### config.mk
export PLATFORM = sky130hd
export DESIGN_NAME = iod_io_space
export DESIGN_NICKNAME = d
export VERILOG_FILES = /design/src/iod_pkg.sv /design/src/iod_io_space.sv
export SDC_FILE = /design/constraint.sdc
export NUM_CORES = 1
export LEC_CHECK = 0
export BUFFER_PORTS_ARGS = -buffer_cell sky130_fd_sc_hd__buf_4
export CORE_UTILIZATION = 44
export CTS_CLUSTER_SIZE = 10
export DETAILED_ROUTE_END_ITERATION = 7
export PLACE_DENSITY = 0.71
export SETUP_SLACK_MARGIN = 0.3
export SYNTH_ARGS = -nofsm -noshare
export SYNTH_HDL_FRONTEND = slang
export SYNTH_SLANG_ARGS = --single-unit
### constraint.sdc
create_clock -name mclk -period 8.3 [get_ports mclk]
set_clock_uncertainty 0.15 [all_clocks]
set_input_delay 0.415 -clock mclk [delete_from_list [all_inputs] [get_ports mclk]]
set_output_delay 0.415 -clock mclk [all_outputs]
set_load 0.005 [all_outputs]
### src/iod_pkg.sv
// iod_pkg: register map, field masks, carriers and ops of the I/O register space
package iod_pkg;

	// I/O-space offsets, as used by the dedicated transfer ops
	localparam logic [5:0] PORT_B_PIN_INPUT          = 6'h03;
	localparam logic [5:0] PORT_B_DIRECTION          = 6'h04;
	localparam logic [5:0] PORT_B_OUTPUT             = 6'h05;
	localparam logic [5:0] PORT_C_PIN_INPUT          = 6'h06;
	localparam logic [5:0] PORT_C_DIRECTION          = 6'h07;
	localparam logic [5:0] PORT_C_OUTPUT             = 6'h08;
	localparam logic [5:0] PORT_D_PIN_INPUT          = 6'h09;
	localparam logic [5:0] PORT_D_DIRECTION          = 6'h0A;
	localparam logic [5:0] PORT_D_OUTPUT             = 6'h0B;
	localparam logic [5:0] PORT_E_PIN_INPUT          = 6'h0C;
	localparam logic [5:0] PORT_E_DIRECTION          = 6'h0D;
	localparam logic [5:0] PORT_E_OUTPUT             = 6'h0E;
	localparam logic [5:0] TIMER0_FLAGS              = 6'h15;
	localparam logic [5:0] TIMER1_FLAGS              = 6'h16;
	localparam logic [5:0] TIMER2_FLAGS              = 6'h17;
	localparam logic [5:0] PIN_CHANGE_FLAGS          = 6'h1B;
	localparam logic [5:0] EXTERNAL_IRQ_FLAGS        = 6'h1C;
	localparam logic [5:0] EXTERNAL_IRQ_MASK         = 6'h1D;
	localparam logic [5:0] GENERAL_SCRATCH_0         = 6'h1E;
	localparam logic [5:0] NVM_CONTROL               = 6'h1F;
	localparam logic [5:0] NVM_DATA                  = 6'h20;
	localparam logic [5:0] NVM_ADDRESS_LOW           = 6'h21;
	localparam logic [5:0] NVM_ADDRESS_HIGH          = 6'h22;
	localparam logic [5:0] PRESCALER_SYNC_CONTROL    = 6'h23;
	localparam logic [5:0] TIMER0_CONTROL_A          = 6'h24;
	localparam logic [5:0] TIMER0_CONTROL_B          = 6'h25;
	localparam logic [5:0] TIMER0_COUNT              = 6'h26;
	localparam logic [5:0] TIMER0_COMPARE_A          = 6'h27;
	localparam logic [5:0] TIMER0_COMPARE_B          = 6'h28;
	localparam logic [5:0] GENERAL_SCRATCH_1         = 6'h2A;
	localparam logic [5:0] GENERAL_SCRATCH_2         = 6'h2B;
	localparam logic [5:0] SERIAL_PERIPH_CONTROL     = 6'h2C;
	localparam logic [5:0] SERIAL_PERIPH_STATUS      = 6'h2D;
	localparam logic [5:0] SERIAL_PERIPH_DATA        = 6'h2E;
	localparam logic [5:0] COMPARATOR_OUTPUT_ENABLE  = 6'h2F;
	localparam logic [5:0] COMPARATOR_CONTROL_STATUS = 6'h30;

	// address windows
	localparam logic [5:0] BIT_OP_LAST   = 6'h1F;  // last bit-addressable location
	localparam logic [7:0] DATA_IO_BASE  = 8'h20;  // data address of I/O location 0
	localparam logic [7:0] DATA_IO_LAST  = 8'h5F;  // data address of I/O location 63
	localparam logic [7:0] DATA_EXT_BASE = 8'h60;  // first extended location
	localparam int         IO_LOCATIONS  = 64;     // locations the transfer ops encode

	// values after reset
	localparam logic [7:0] REG_RESET     = 8'h00;

	// core operations on the register space
	typedef enum logic [3:0] {
		OP_NONE,
		OP_IO_IN,
		OP_IO_OUT,
		OP_SET_IO_BIT,
		OP_CLEAR_IO_BIT,
		OP_SKIP_IF_IO_BIT_SET,
		OP_SKIP_IF_IO_BIT_CLEAR,
		OP_MEMORY_READ,
		OP_MEMORY_WRITE
	} iod_op_e;

	// one request from the execution unit
	typedef struct packed {
		logic       valid;  // request this cycle
		iod_op_e    op;     // operation
		logic [7:0] addr;   // I/O address (low 6 bits) or data address
		logic [2:0] bit_sel;  // bit for set/clear/skip
		logic [7:0] wdata;  // write data
	} iod_req_s;

	// answer to the execution unit
	typedef struct packed {
		logic       rvalid;  // read data valid
		logic [7:0] rdata;   // read data
		logic       skip_valid;  // skip decision valid
		logic       skip;    // skip next instruction
		logic       err;     // refused request
	} iod_rsp_s;

	// access forwarded to the extended register area
	typedef struct packed {
		logic       strobe;  // access this cycle
		logic       we;      // write
		logic [7:0] addr;    // data address 0x60..0xFF
		logic [7:0] wdata;   // write data
	} iod_ext_s;

	// levels from the pads and the comparator (asynchronous)
	typedef struct packed {
		logic [7:0] b;
		logic [7:0] c;
		logic [7:0] d;
		logic [7:0] e;
		logic       ac_out;
	} iod_pins_s;

	// one-cycle flag set events from the peripherals
	typedef struct packed {
		logic [7:0] timer0;
		logic [7:0] timer1;
		logic [7:0] timer2;
		logic [7:0] pin_change;
		logic [7:0] ext_irq;
		logic [7:0] spi;
		logic [7:0] comparator;
	} iod_evt_s;

	// port configuration seen by the pad logic
	typedef struct packed {
		logic [7:0] b_dir;
		logic [7:0] b_out;
		logic [7:0] c_dir;
		logic [7:0] c_out;
		logic [7:0] d_dir;
		logic [7:0] d_out;
		logic [7:0] e_dir;
		logic [7:0] e_out;
	} iod_ports_s;

	// software-writable plain bits of each location
	function automatic logic [7:0] wr_mask(input logic [5:0] a);
		unique case (a)
			PORT_B_DIRECTION, PORT_B_OUTPUT,
			PORT_D_DIRECTION, PORT_D_OUTPUT,
			GENERAL_SCRATCH_0, NVM_DATA, NVM_ADDRESS_LOW, NVM_ADDRESS_HIGH,
			TIMER0_COUNT, TIMER0_COMPARE_A, TIMER0_COMPARE_B,
			GENERAL_SCRATCH_1, GENERAL_SCRATCH_2,
			SERIAL_PERIPH_CONTROL, SERIAL_PERIPH_DATA:  return 8'hFF;
			PORT_C_DIRECTION, PORT_C_OUTPUT:            return 8'h7F;
			PORT_E_DIRECTION, PORT_E_OUTPUT:            return 8'h0F;
			EXTERNAL_IRQ_MASK:                          return 8'h03;
			NVM_CONTROL:                                return 8'h3F;
			PRESCALER_SYNC_CONTROL:                     return 8'h83;
			TIMER0_CONTROL_A:                           return 8'hF3;
			TIMER0_CONTROL_B:                           return 8'h0F;
			SERIAL_PERIPH_STATUS:                       return 8'h01;
			COMPARATOR_OUTPUT_ENABLE:                   return 8'h01;
			COMPARATOR_CONTROL_STATUS:                  return 8'hCF;
			default:                                    return 8'h00;
		endcase
	endfunction

	// status flags cleared by writing a one
	function automatic logic [7:0] w1c_mask(input logic [5:0] a);
		unique case (a)
			TIMER0_FLAGS, TIMER2_FLAGS, PIN_CHANGE_FLAGS: return 8'h07;
			TIMER1_FLAGS:                                 return 8'h27;
			EXTERNAL_IRQ_FLAGS:                           return 8'h03;
			SERIAL_PERIPH_STATUS:                         return 8'hC0;
			COMPARATOR_CONTROL_STATUS:                    return 8'h10;
			default:                                      return 8'h00;
		endcase
	endfunction

	// bits that follow a live hardware level
	function automatic logic [7:0] lvl_mask(input logic [5:0] a);
		unique case (a)
			PORT_B_PIN_INPUT, PORT_D_PIN_INPUT: return 8'hFF;
			PORT_C_PIN_INPUT:                   return 8'h7F;
			PORT_E_PIN_INPUT:                   return 8'h0F;
			COMPARATOR_CONTROL_STATUS:          return 8'h20;
			default:                            return 8'h00;
		endcase
	endfunction

endpackage

### src/iod_io_space.sv
// iod_io_space: I/O register space of the core, with bit ops and data-space window
//
// Contract
// - bit set/clear only on locations 0x00-0x1F
// - skip ops test one bit, low 32
// - some status flags clear on writing one
// - bit ops touch only the addressed bit
// - transfer ops use I/O addresses 0x00-0x3F
// - data address equals I/O address plus 0x20
// - transfer opcode encodes exactly 64 locations
// - extended area reached only by memory ops
`timescale 1ns/1ps

module iod_io_space (
	input  wire logic               mclk,      // system clock, 20 MHz
	input  wire logic               rst,       // synchronous reset, high
	input  wire iod_pkg::iod_req_s  req,       // request from execution unit
	output iod_pkg::iod_rsp_s       rsp,       // answer to execution unit
	input  wire iod_pkg::iod_pins_s pins,      // asynchronous pad levels
	input  wire iod_pkg::iod_evt_s  evt,       // flag set pulses
	output iod_pkg::iod_ports_s     ports,     // port direction and output
	output iod_pkg::iod_ext_s       ext,       // extended area access
	input  wire logic [7:0]         ext_rdata  // extended read data, strobe cycle
);

	////////////////////////////////////////////////////////////////////////
	// state

	// whole state of the block
	typedef struct packed {
		logic [iod_pkg::IO_LOCATIONS-1:0][7:0] mem;  // 64 locations
		iod_pkg::iod_pins_s sync1;  // first synchroniser stage
		iod_pkg::iod_pins_s sync2;  // second synchroniser stage
		iod_pkg::iod_rsp_s  rsp;    // registered answer
		iod_pkg::iod_ext_s  ext;    // registered extended access
		logic               ext_pend;  // extended read awaiting data
	} iod_state_s;

	iod_state_s q;  // registered state
	iod_state_s n;  // next state

	////////////////////////////////////////////////////////////////////////
	// helpers

	// hardware level for one location, from the synchronised pads
	function automatic logic [7:0] lvl_value(
		input logic [5:0]         a,
		input iod_pkg::iod_pins_s p
	);
		unique case (a)
			iod_pkg::PORT_B_PIN_INPUT:          return p.b;
			iod_pkg::PORT_C_PIN_INPUT:          return p.c;
			iod_pkg::PORT_D_PIN_INPUT:          return p.d;
			iod_pkg::PORT_E_PIN_INPUT:          return p.e;
			iod_pkg::COMPARATOR_CONTROL_STATUS: return {2'h0, p.ac_out, 5'h00};
			default:                            return 8'h00;
		endcase
	endfunction

	// flag set pulses aimed at one location
	function automatic logic [7:0] evt_value(
		input logic [5:0]        a,
		input iod_pkg::iod_evt_s e
	);
		unique case (a)
			iod_pkg::TIMER0_FLAGS:              return e.timer0;
			iod_pkg::TIMER1_FLAGS:              return e.timer1;
			iod_pkg::TIMER2_FLAGS:              return e.timer2;
			iod_pkg::PIN_CHANGE_FLAGS:          return e.pin_change;
			iod_pkg::EXTERNAL_IRQ_FLAGS:        return e.ext_irq;
			iod_pkg::SERIAL_PERIPH_STATUS:      return e.spi;
			iod_pkg::COMPARATOR_CONTROL_STATUS: return e.comparator;
			default:                            return 8'h00;
		endcase
	endfunction

	////////////////////////////////////////////////////////////////////////
	// next-state logic

	// decode, access and flag update in one pass
	always_comb begin
		logic       hit;       // request lands in the 64 locations
		logic       wr;        // request writes
		logic       rd;        // request returns data
		logic       bit_op;    // set/clear: one-bit write
		logic       skip_op;   // skip test
		logic [5:0] idx;       // target location
		logic [7:0] bsel;      // one-hot selected bit
		logic [7:0] wval;      // value presented to the location
		logic [7:0] cur;       // current content of target
		logic [7:0] v;         // location being rebuilt
		logic [7:0] pm;        // plain write mask in effect
		logic [7:0] cm;        // clear-on-one mask in effect
		hit     = 1'b0;
		wr      = 1'b0;
		rd      = 1'b0;
		bit_op  = 1'b0;
		skip_op = 1'b0;
		idx     = 6'h00;
		bsel    = 8'h01 << req.bit_sel;
		wval    = req.wdata;
		cur     = 8'h00;
		v       = 8'h00;
		pm      = 8'h00;
		cm      = 8'h00;
		n       = q;

		// pads pass two flops before anything reads them
		n.sync1 = pins;
		n.sync2 = q.sync1;

		// answers and strobes are single-cycle pulses
		n.rsp      = '0;
		n.ext      = '0;
		n.ext_pend = 1'b0;

		// address decode
		if (req.valid) begin
			unique case (req.op)
				// six address bits reach all 64 locations
				iod_pkg::OP_IO_IN: begin
					idx = req.addr[5:0];
					hit = 1'b1;
					rd  = 1'b1;
				end
				iod_pkg::OP_IO_OUT: begin
					idx = req.addr[5:0];
					hit = 1'b1;
					wr  = 1'b1;
				end
				// bit ops stop at the low 32
				iod_pkg::OP_SET_IO_BIT, iod_pkg::OP_CLEAR_IO_BIT: begin
					idx = req.addr[5:0];
					if (req.addr[5:0] <= iod_pkg::BIT_OP_LAST) begin
						hit    = 1'b1;
						wr     = 1'b1;
						bit_op = 1'b1;
					end else begin
						n.rsp.err = 1'b1;
					end
				end
				iod_pkg::OP_SKIP_IF_IO_BIT_SET, iod_pkg::OP_SKIP_IF_IO_BIT_CLEAR: begin
					idx = req.addr[5:0];
					if (req.addr[5:0] <= iod_pkg::BIT_OP_LAST) begin
						hit     = 1'b1;
						skip_op = 1'b1;
					end else begin
						n.rsp.err = 1'b1;
					end
				end
				// data space: I/O window shifted by 0x20, then extended area
				iod_pkg::OP_MEMORY_READ, iod_pkg::OP_MEMORY_WRITE: begin
					if (req.addr >= iod_pkg::DATA_IO_BASE
							&& req.addr <= iod_pkg::DATA_IO_LAST) begin
						idx = 6'(req.addr - iod_pkg::DATA_IO_BASE);
						hit = 1'b1;
						wr  = (req.op == iod_pkg::OP_MEMORY_WRITE);
						rd  = (req.op == iod_pkg::OP_MEMORY_READ);
					end else if (req.addr >= iod_pkg::DATA_EXT_BASE) begin
						n.ext.strobe = 1'b1;
						n.ext.we     = (req.op == iod_pkg::OP_MEMORY_WRITE);
						n.ext.addr   = req.addr;
						n.ext.wdata  = req.wdata;
						n.ext_pend   = (req.op == iod_pkg::OP_MEMORY_READ);
					end else begin
						// working registers are not ours: read zero
						n.rsp.rvalid = (req.op == iod_pkg::OP_MEMORY_READ);
					end
				end
				default: begin
					// idle cycle
				end
			endcase
		end

		// read path: stored bits only ever hold defined fields
		cur = q.mem[idx];
		if (hit && rd) begin
			n.rsp.rvalid = 1'b1;
			n.rsp.rdata  = cur;
		end
		if (skip_op) begin
			n.rsp.skip_valid = 1'b1;
			n.rsp.skip       = (req.op == iod_pkg::OP_SKIP_IF_IO_BIT_SET)
				? cur[req.bit_sel] : ~cur[req.bit_sel];
		end

		// extended read data arrives in the strobe cycle
		if (q.ext_pend) begin
			n.rsp.rvalid = 1'b1;
			n.rsp.rdata  = ext_rdata;
		end

		// bit ops present all-ones or all-zeros, masked to one bit
		if (bit_op) begin
			wval = (req.op == iod_pkg::OP_SET_IO_BIT) ? 8'hFF : 8'h00;
		end

		// rebuild every location
		for (int i = 0; i < iod_pkg::IO_LOCATIONS; i++) begin
			v  = q.mem[i];
			pm = iod_pkg::wr_mask(6'(i));
			cm = iod_pkg::w1c_mask(6'(i));
			if (bit_op) begin
				pm = pm & bsel;
				cm = cm & bsel;
			end
			if (hit && wr && idx == 6'(i)) begin
				// reserved bits and locations have no mask: write ignored
				v = (v & ~pm) | (wval & pm);
				v = v & ~(wval & cm);
			end
			// a flag raised in the clearing cycle survives
			v = v | (evt_value(6'(i), evt) & iod_pkg::w1c_mask(6'(i)));
			// pad and comparator levels overwrite their bits every cycle
			v = (v & ~iod_pkg::lvl_mask(6'(i)))
				| (lvl_value(6'(i), q.sync2) & iod_pkg::lvl_mask(6'(i)));
			n.mem[i] = v;
		end

		// reset values
		if (rst) begin
			for (int i = 0; i < iod_pkg::IO_LOCATIONS; i++) begin
				n.mem[i] = iod_pkg::REG_RESET;
			end
			n.sync1    = '0;
			n.sync2    = '0;
			n.rsp      = '0;
			n.ext      = '0;
			n.ext_pend = 1'b0;
		end
	end

	////////////////////////////////////////////////////////////////////////
	// state register

	// everything is held here; reset is folded into n
	always_ff @(posedge mclk) begin
		q <= n;
	end

	////////////////////////////////////////////////////////////////////////
	// outputs, straight from flops

	assign rsp         = q.rsp;
	assign ext         = q.ext;
	assign ports.b_dir = q.mem[iod_pkg::PORT_B_DIRECTION];
	assign ports.b_out = q.mem[iod_pkg::PORT_B_OUTPUT];
	assign ports.c_dir = q.mem[iod_pkg::PORT_C_DIRECTION];
	assign ports.c_out = q.mem[iod_pkg::PORT_C_OUTPUT];
	assign ports.d_dir = q.mem[iod_pkg::PORT_D_DIRECTION];
	assign ports.d_out = q.mem[iod_pkg::PORT_D_OUTPUT];
	assign ports.e_dir = q.mem[iod_pkg::PORT_E_DIRECTION];
	assign ports.e_out = q.mem[iod_pkg::PORT_E_OUTPUT];

endmodule

==> flow_metrics.py <==
metrics = {
    "drt": {
        "route.vias.total": 13085,
        "viasPerCell": 6.055,
        "drtAntennaViolNets": 0,
        "wire_per_inst_um": 23.19,
        "dr.pass1.iters": 7,
        "drc": 0,
        "wirelength_mm": 50.12,
        "drt_iter0_markers": 1531,
    },
    "synthesis": {
        "yosys.cell_types.count": 77,
        "synth_warnings": 0,
        "syn_area_per_cell_um2": 8.228,
        "yosys_register_bits": 304,
        "yosysSeqAreaShare": 0.4434,
        "synth_ff_type": "dfxtp_1",
        "netlist_area_um2": 13720,
        "synthArstFlopShare": 0,
        "synthCells": 1668,
        "synth-edff-count": 0,
    },
    "min_path": {
        "min_from": "ext_rdata[2]",
        "min_path_type": "in2reg",
    },
    "sta": {
        "rsz0062_at_grt": "no",
        "whs_ns": 0.006452,
        "period_share": 0.5892,
        "slew_violations": 0,
        "tns_ns": 0,
        "tightestPinTransition_ns": 1.448,
        "fin_ws_ns": 3.410,
        "finalCriticalPeriod_ns": 4.890,
        "relSlewSlack": 0.03484,
        "fmax_mhz": 204.5,
        "hold_violations": 0,
        "setup_viol": 0,
    },
    "clocking": {
        "clockBufferDepth": 3,
        "clk_latency_ns": 0.53,
        "cts_tree": "yes",
        "cts_setup_buffers": 0,
        "clkTransAtPathRegs_ns": 0.06,
        "htreeDepth": 2,
        "numCtsBuffers": 37,
        "numClockSinks": 304,
        "clockRootBuffer": "clkbuf_16",
    },
    "run_status": {
        "status": "completed",
    },
    "placed_design": {
        "pre_cts_ws_ns": 2.992,
        "portBuffers": 163,
        "hpwl_mm": 33.94,
        "gp_congestion": 0.9800,
    },
    "setup_path": {
        "r2r-start": "q[411]",
        "crit_family": "simple AND/OR/NAND/NOR gates",
        "cpPeakStageDelay_ns": 0.75,
        "worstPathArrival_ns": 5.16,
        "setup.worst_path.start_class": "input pin",
        "cpMostUsedCell": "buf_4",
        "cp-end-kind": "flip-flop",
        "critPathKind": "in2reg",
        "crit_path_top_delay_cell": "or4b_1",
        "cp.required_ns": 8.57,
        "cp-startpoint": "req[21]",
        "path_cells": "buf_4, or4b_1, a211o_1, buf_4, a21oi_2, buf_4, o22ai_1, o21ai_0, o21ai_0, nor4_1, o221ai_1, and4bb_1, mux2_1",
        "critPathMaxFanout": 26,
        "crit_buf_inv": 3,
    },
    "flow_run": {
        "maxCapViolCount": 0,
    },
    "global_route": {
        "antenna_found_initial": 0,
        "grt_pass1_wl_mm": 73.24,
        "overflow": 0,
        "grt_start_max_net_pins": 117,
        "track_usage": 0.3108,
        "grt_pass1_vias": 11733,
    },
    "cells_and_area": {
        "insertedDiodeCount": 0,
        "layout-drive-gt1-share": 0.1598,
        "fin_nets": 1878,
        "syn_to_final_growth_pct": 18.47,
    },
    "pwr": {
        "p_switching_uw": 802.4,
        "power_density_nw_per_um2": 199.7,
        "switching_share": 0.2471,
        "max-vdd-ir-drop_uv": 130.8,
        "p_leak_nw": 6.219,
        "power_frac_seq": 0.460,
        "intPower_mw": 2.445,
        "combPwrFrac": 0.095,
        "p_clk_frac": 0.445,
    },
    "floorplanning": {
        "start_util": 0.4475,
        "die_h_um": 178.6,
        "fp-row-count": 64,
        "ios": 217,
        "die_x_um": 178.6,
        "core_um2": 30670,
        "dieArea_um2": 31900,
    },
}
[worst reg2reg max path, cell delays in order, from the launching register on]
cell	delay, ns
dfxtp_1	0.33
mux2_2	0.16
nand2_1	0.07
a32oi_1	0.30
o22ai_1	0.17
a221oi_1	0.49
o22ai_1	0.18
nor4_1	0.79
o21ai_0	0.15
and4bb_1	0.30
mux2_1	0.31
[cell usage in the layout (no fill, tap or decap), drive strengths merged, types with 14 or more instances in the layout]
master       Yosys  routed
clkbuf         105      45
dfxtp          304     304
mux2i           16      16
a2111oi         14      14
a21oi          221     221
buf            118     202
nor3            32      32
inv             11      14
a211oi          55      55
nor4            25      25
a311oi          43      43
dlygate4sd3      0      59
and2            14      14
nor2           318     318
nand3           26      26
o21ai           44      44
nor2b           89      89
nand2           56      56
o22ai           39      39
[power groups by stage]
stage | combinational (mW) | clock (mW) | sequential [mW]
floorplan | 0.158 | 0 | 1.52
CTS | 0.296 | 1.47 | 1.49
detailed placement | 0.273 | 0 | 1.52
global route | 0.320 | 1.53 | 1.49
finish | 0.307 | 1.45 | 1.49
global placement | 0.272 | 0 | 1.52
[worst paths after layout]
| path | cells past startpoint | endpoint | slack (ns) |
|---|---|---|---|
| worst max-delay path | 13 | rsp[1] | 3.41 |
| worst min-delay path | 3 | rsp[5] | 0.006 |
| worst max register to register | 10 | rsp[1] | 4.79 |
| worst min register to register | 1 | q[147] | 0.28 |
[synth_stat cells, drive strengths merged (4+ instances only)]
cell,number,area [um2]
nor2,318,1194
dfxtp,304,6086
a21oi,221,1114
buf,118,825.8
clkbuf,105,394.1
nor2b,89,556.8
nand2,56,210.2
a211oi,55,442.9
o21ai,44,220.2
a311oi,43,376.6
o22ai,39,244.0
nor3,32,160.2
nand3,26,130.1
nor4,25,187.7
mux2i,16,160.2
a2111oi,14,172.7
and2,14,87.58
a21o,12,90.09
inv,11,41.29
nand2b,11,68.82
a221oi,9,78.83
o211ai,8,60.06
mux2,7,78.82
a22oi,6,45.04
a2bb2oi,5,43.79
a31oi,5,31.28
or3,5,31.28
or4,5,37.54
a211o,4,35.03
nor3b,4,30.03
o2111ai,4,35.03
o21a,4,30.03
[metrics by stage]
stage / total power, mW / util / area [um2] / instances
floorplan: 1.678 / - / 13760 / 1677
global placement: 1.796 / 0.4768 / 14620 / 2053
detailed placement: 1.797 / 0.4768 / 14620 / 2053
CTS: 3.256 / 0.5301 / 16260 / 2161
global route: 3.346 / 0.5301 / 16260 / 2161
finish: 3.247 / 0.5301 / 16260 / 2161
[cells by family (layout without fill, tap and decap cells)]
family	Yosys count	after routing	share of synthesized area
and+or+nand+nor	600	600	0.2051
AOI/OAI and AO/OA	503	503	0.2398
DFF	304	304	0.4434
buffers and inverters	235	323	0.09217
muxes	23	23	0.01741
xor gates and xnor gates	2	2	0.001824
other	1	10	0.0002732
[final cells by class]
| cell class | instances | area, um2 |
|---|---|---|
| fill | 2804 | 14410 |
| sequential | 304 | 6086 |
| multi-input combinational | 1138 | 6467 |
| clock buffer | 44 | 972.2 |
| clock inverter | 5 | 72.57 |
| timing repair buffer | 262 | 2121 |
| tap | 396 | 495.5 |
| inverter | 12 | 45.04 |
[routing by layer]
layer  global-route usage  wire length [um]  vias up
met2               0.4729             21960      783
met3              0.05243              4724      142
met5                    0                 0        -
met4               0.1667              2635        0
li1                     -                 -     5983
met1               0.4185             20790     6177
[state kept, by name, summed over array words and instances (netlist names)]
signal  flops
q         220
ports      54
ext        18
rsp        12
[what timing repair did]
action,in CTS,in global routing
hold endpoints to repair,59,0
hold buffers,59,0
resized for setup,0,0
Power figures use the tool's default switching activity.
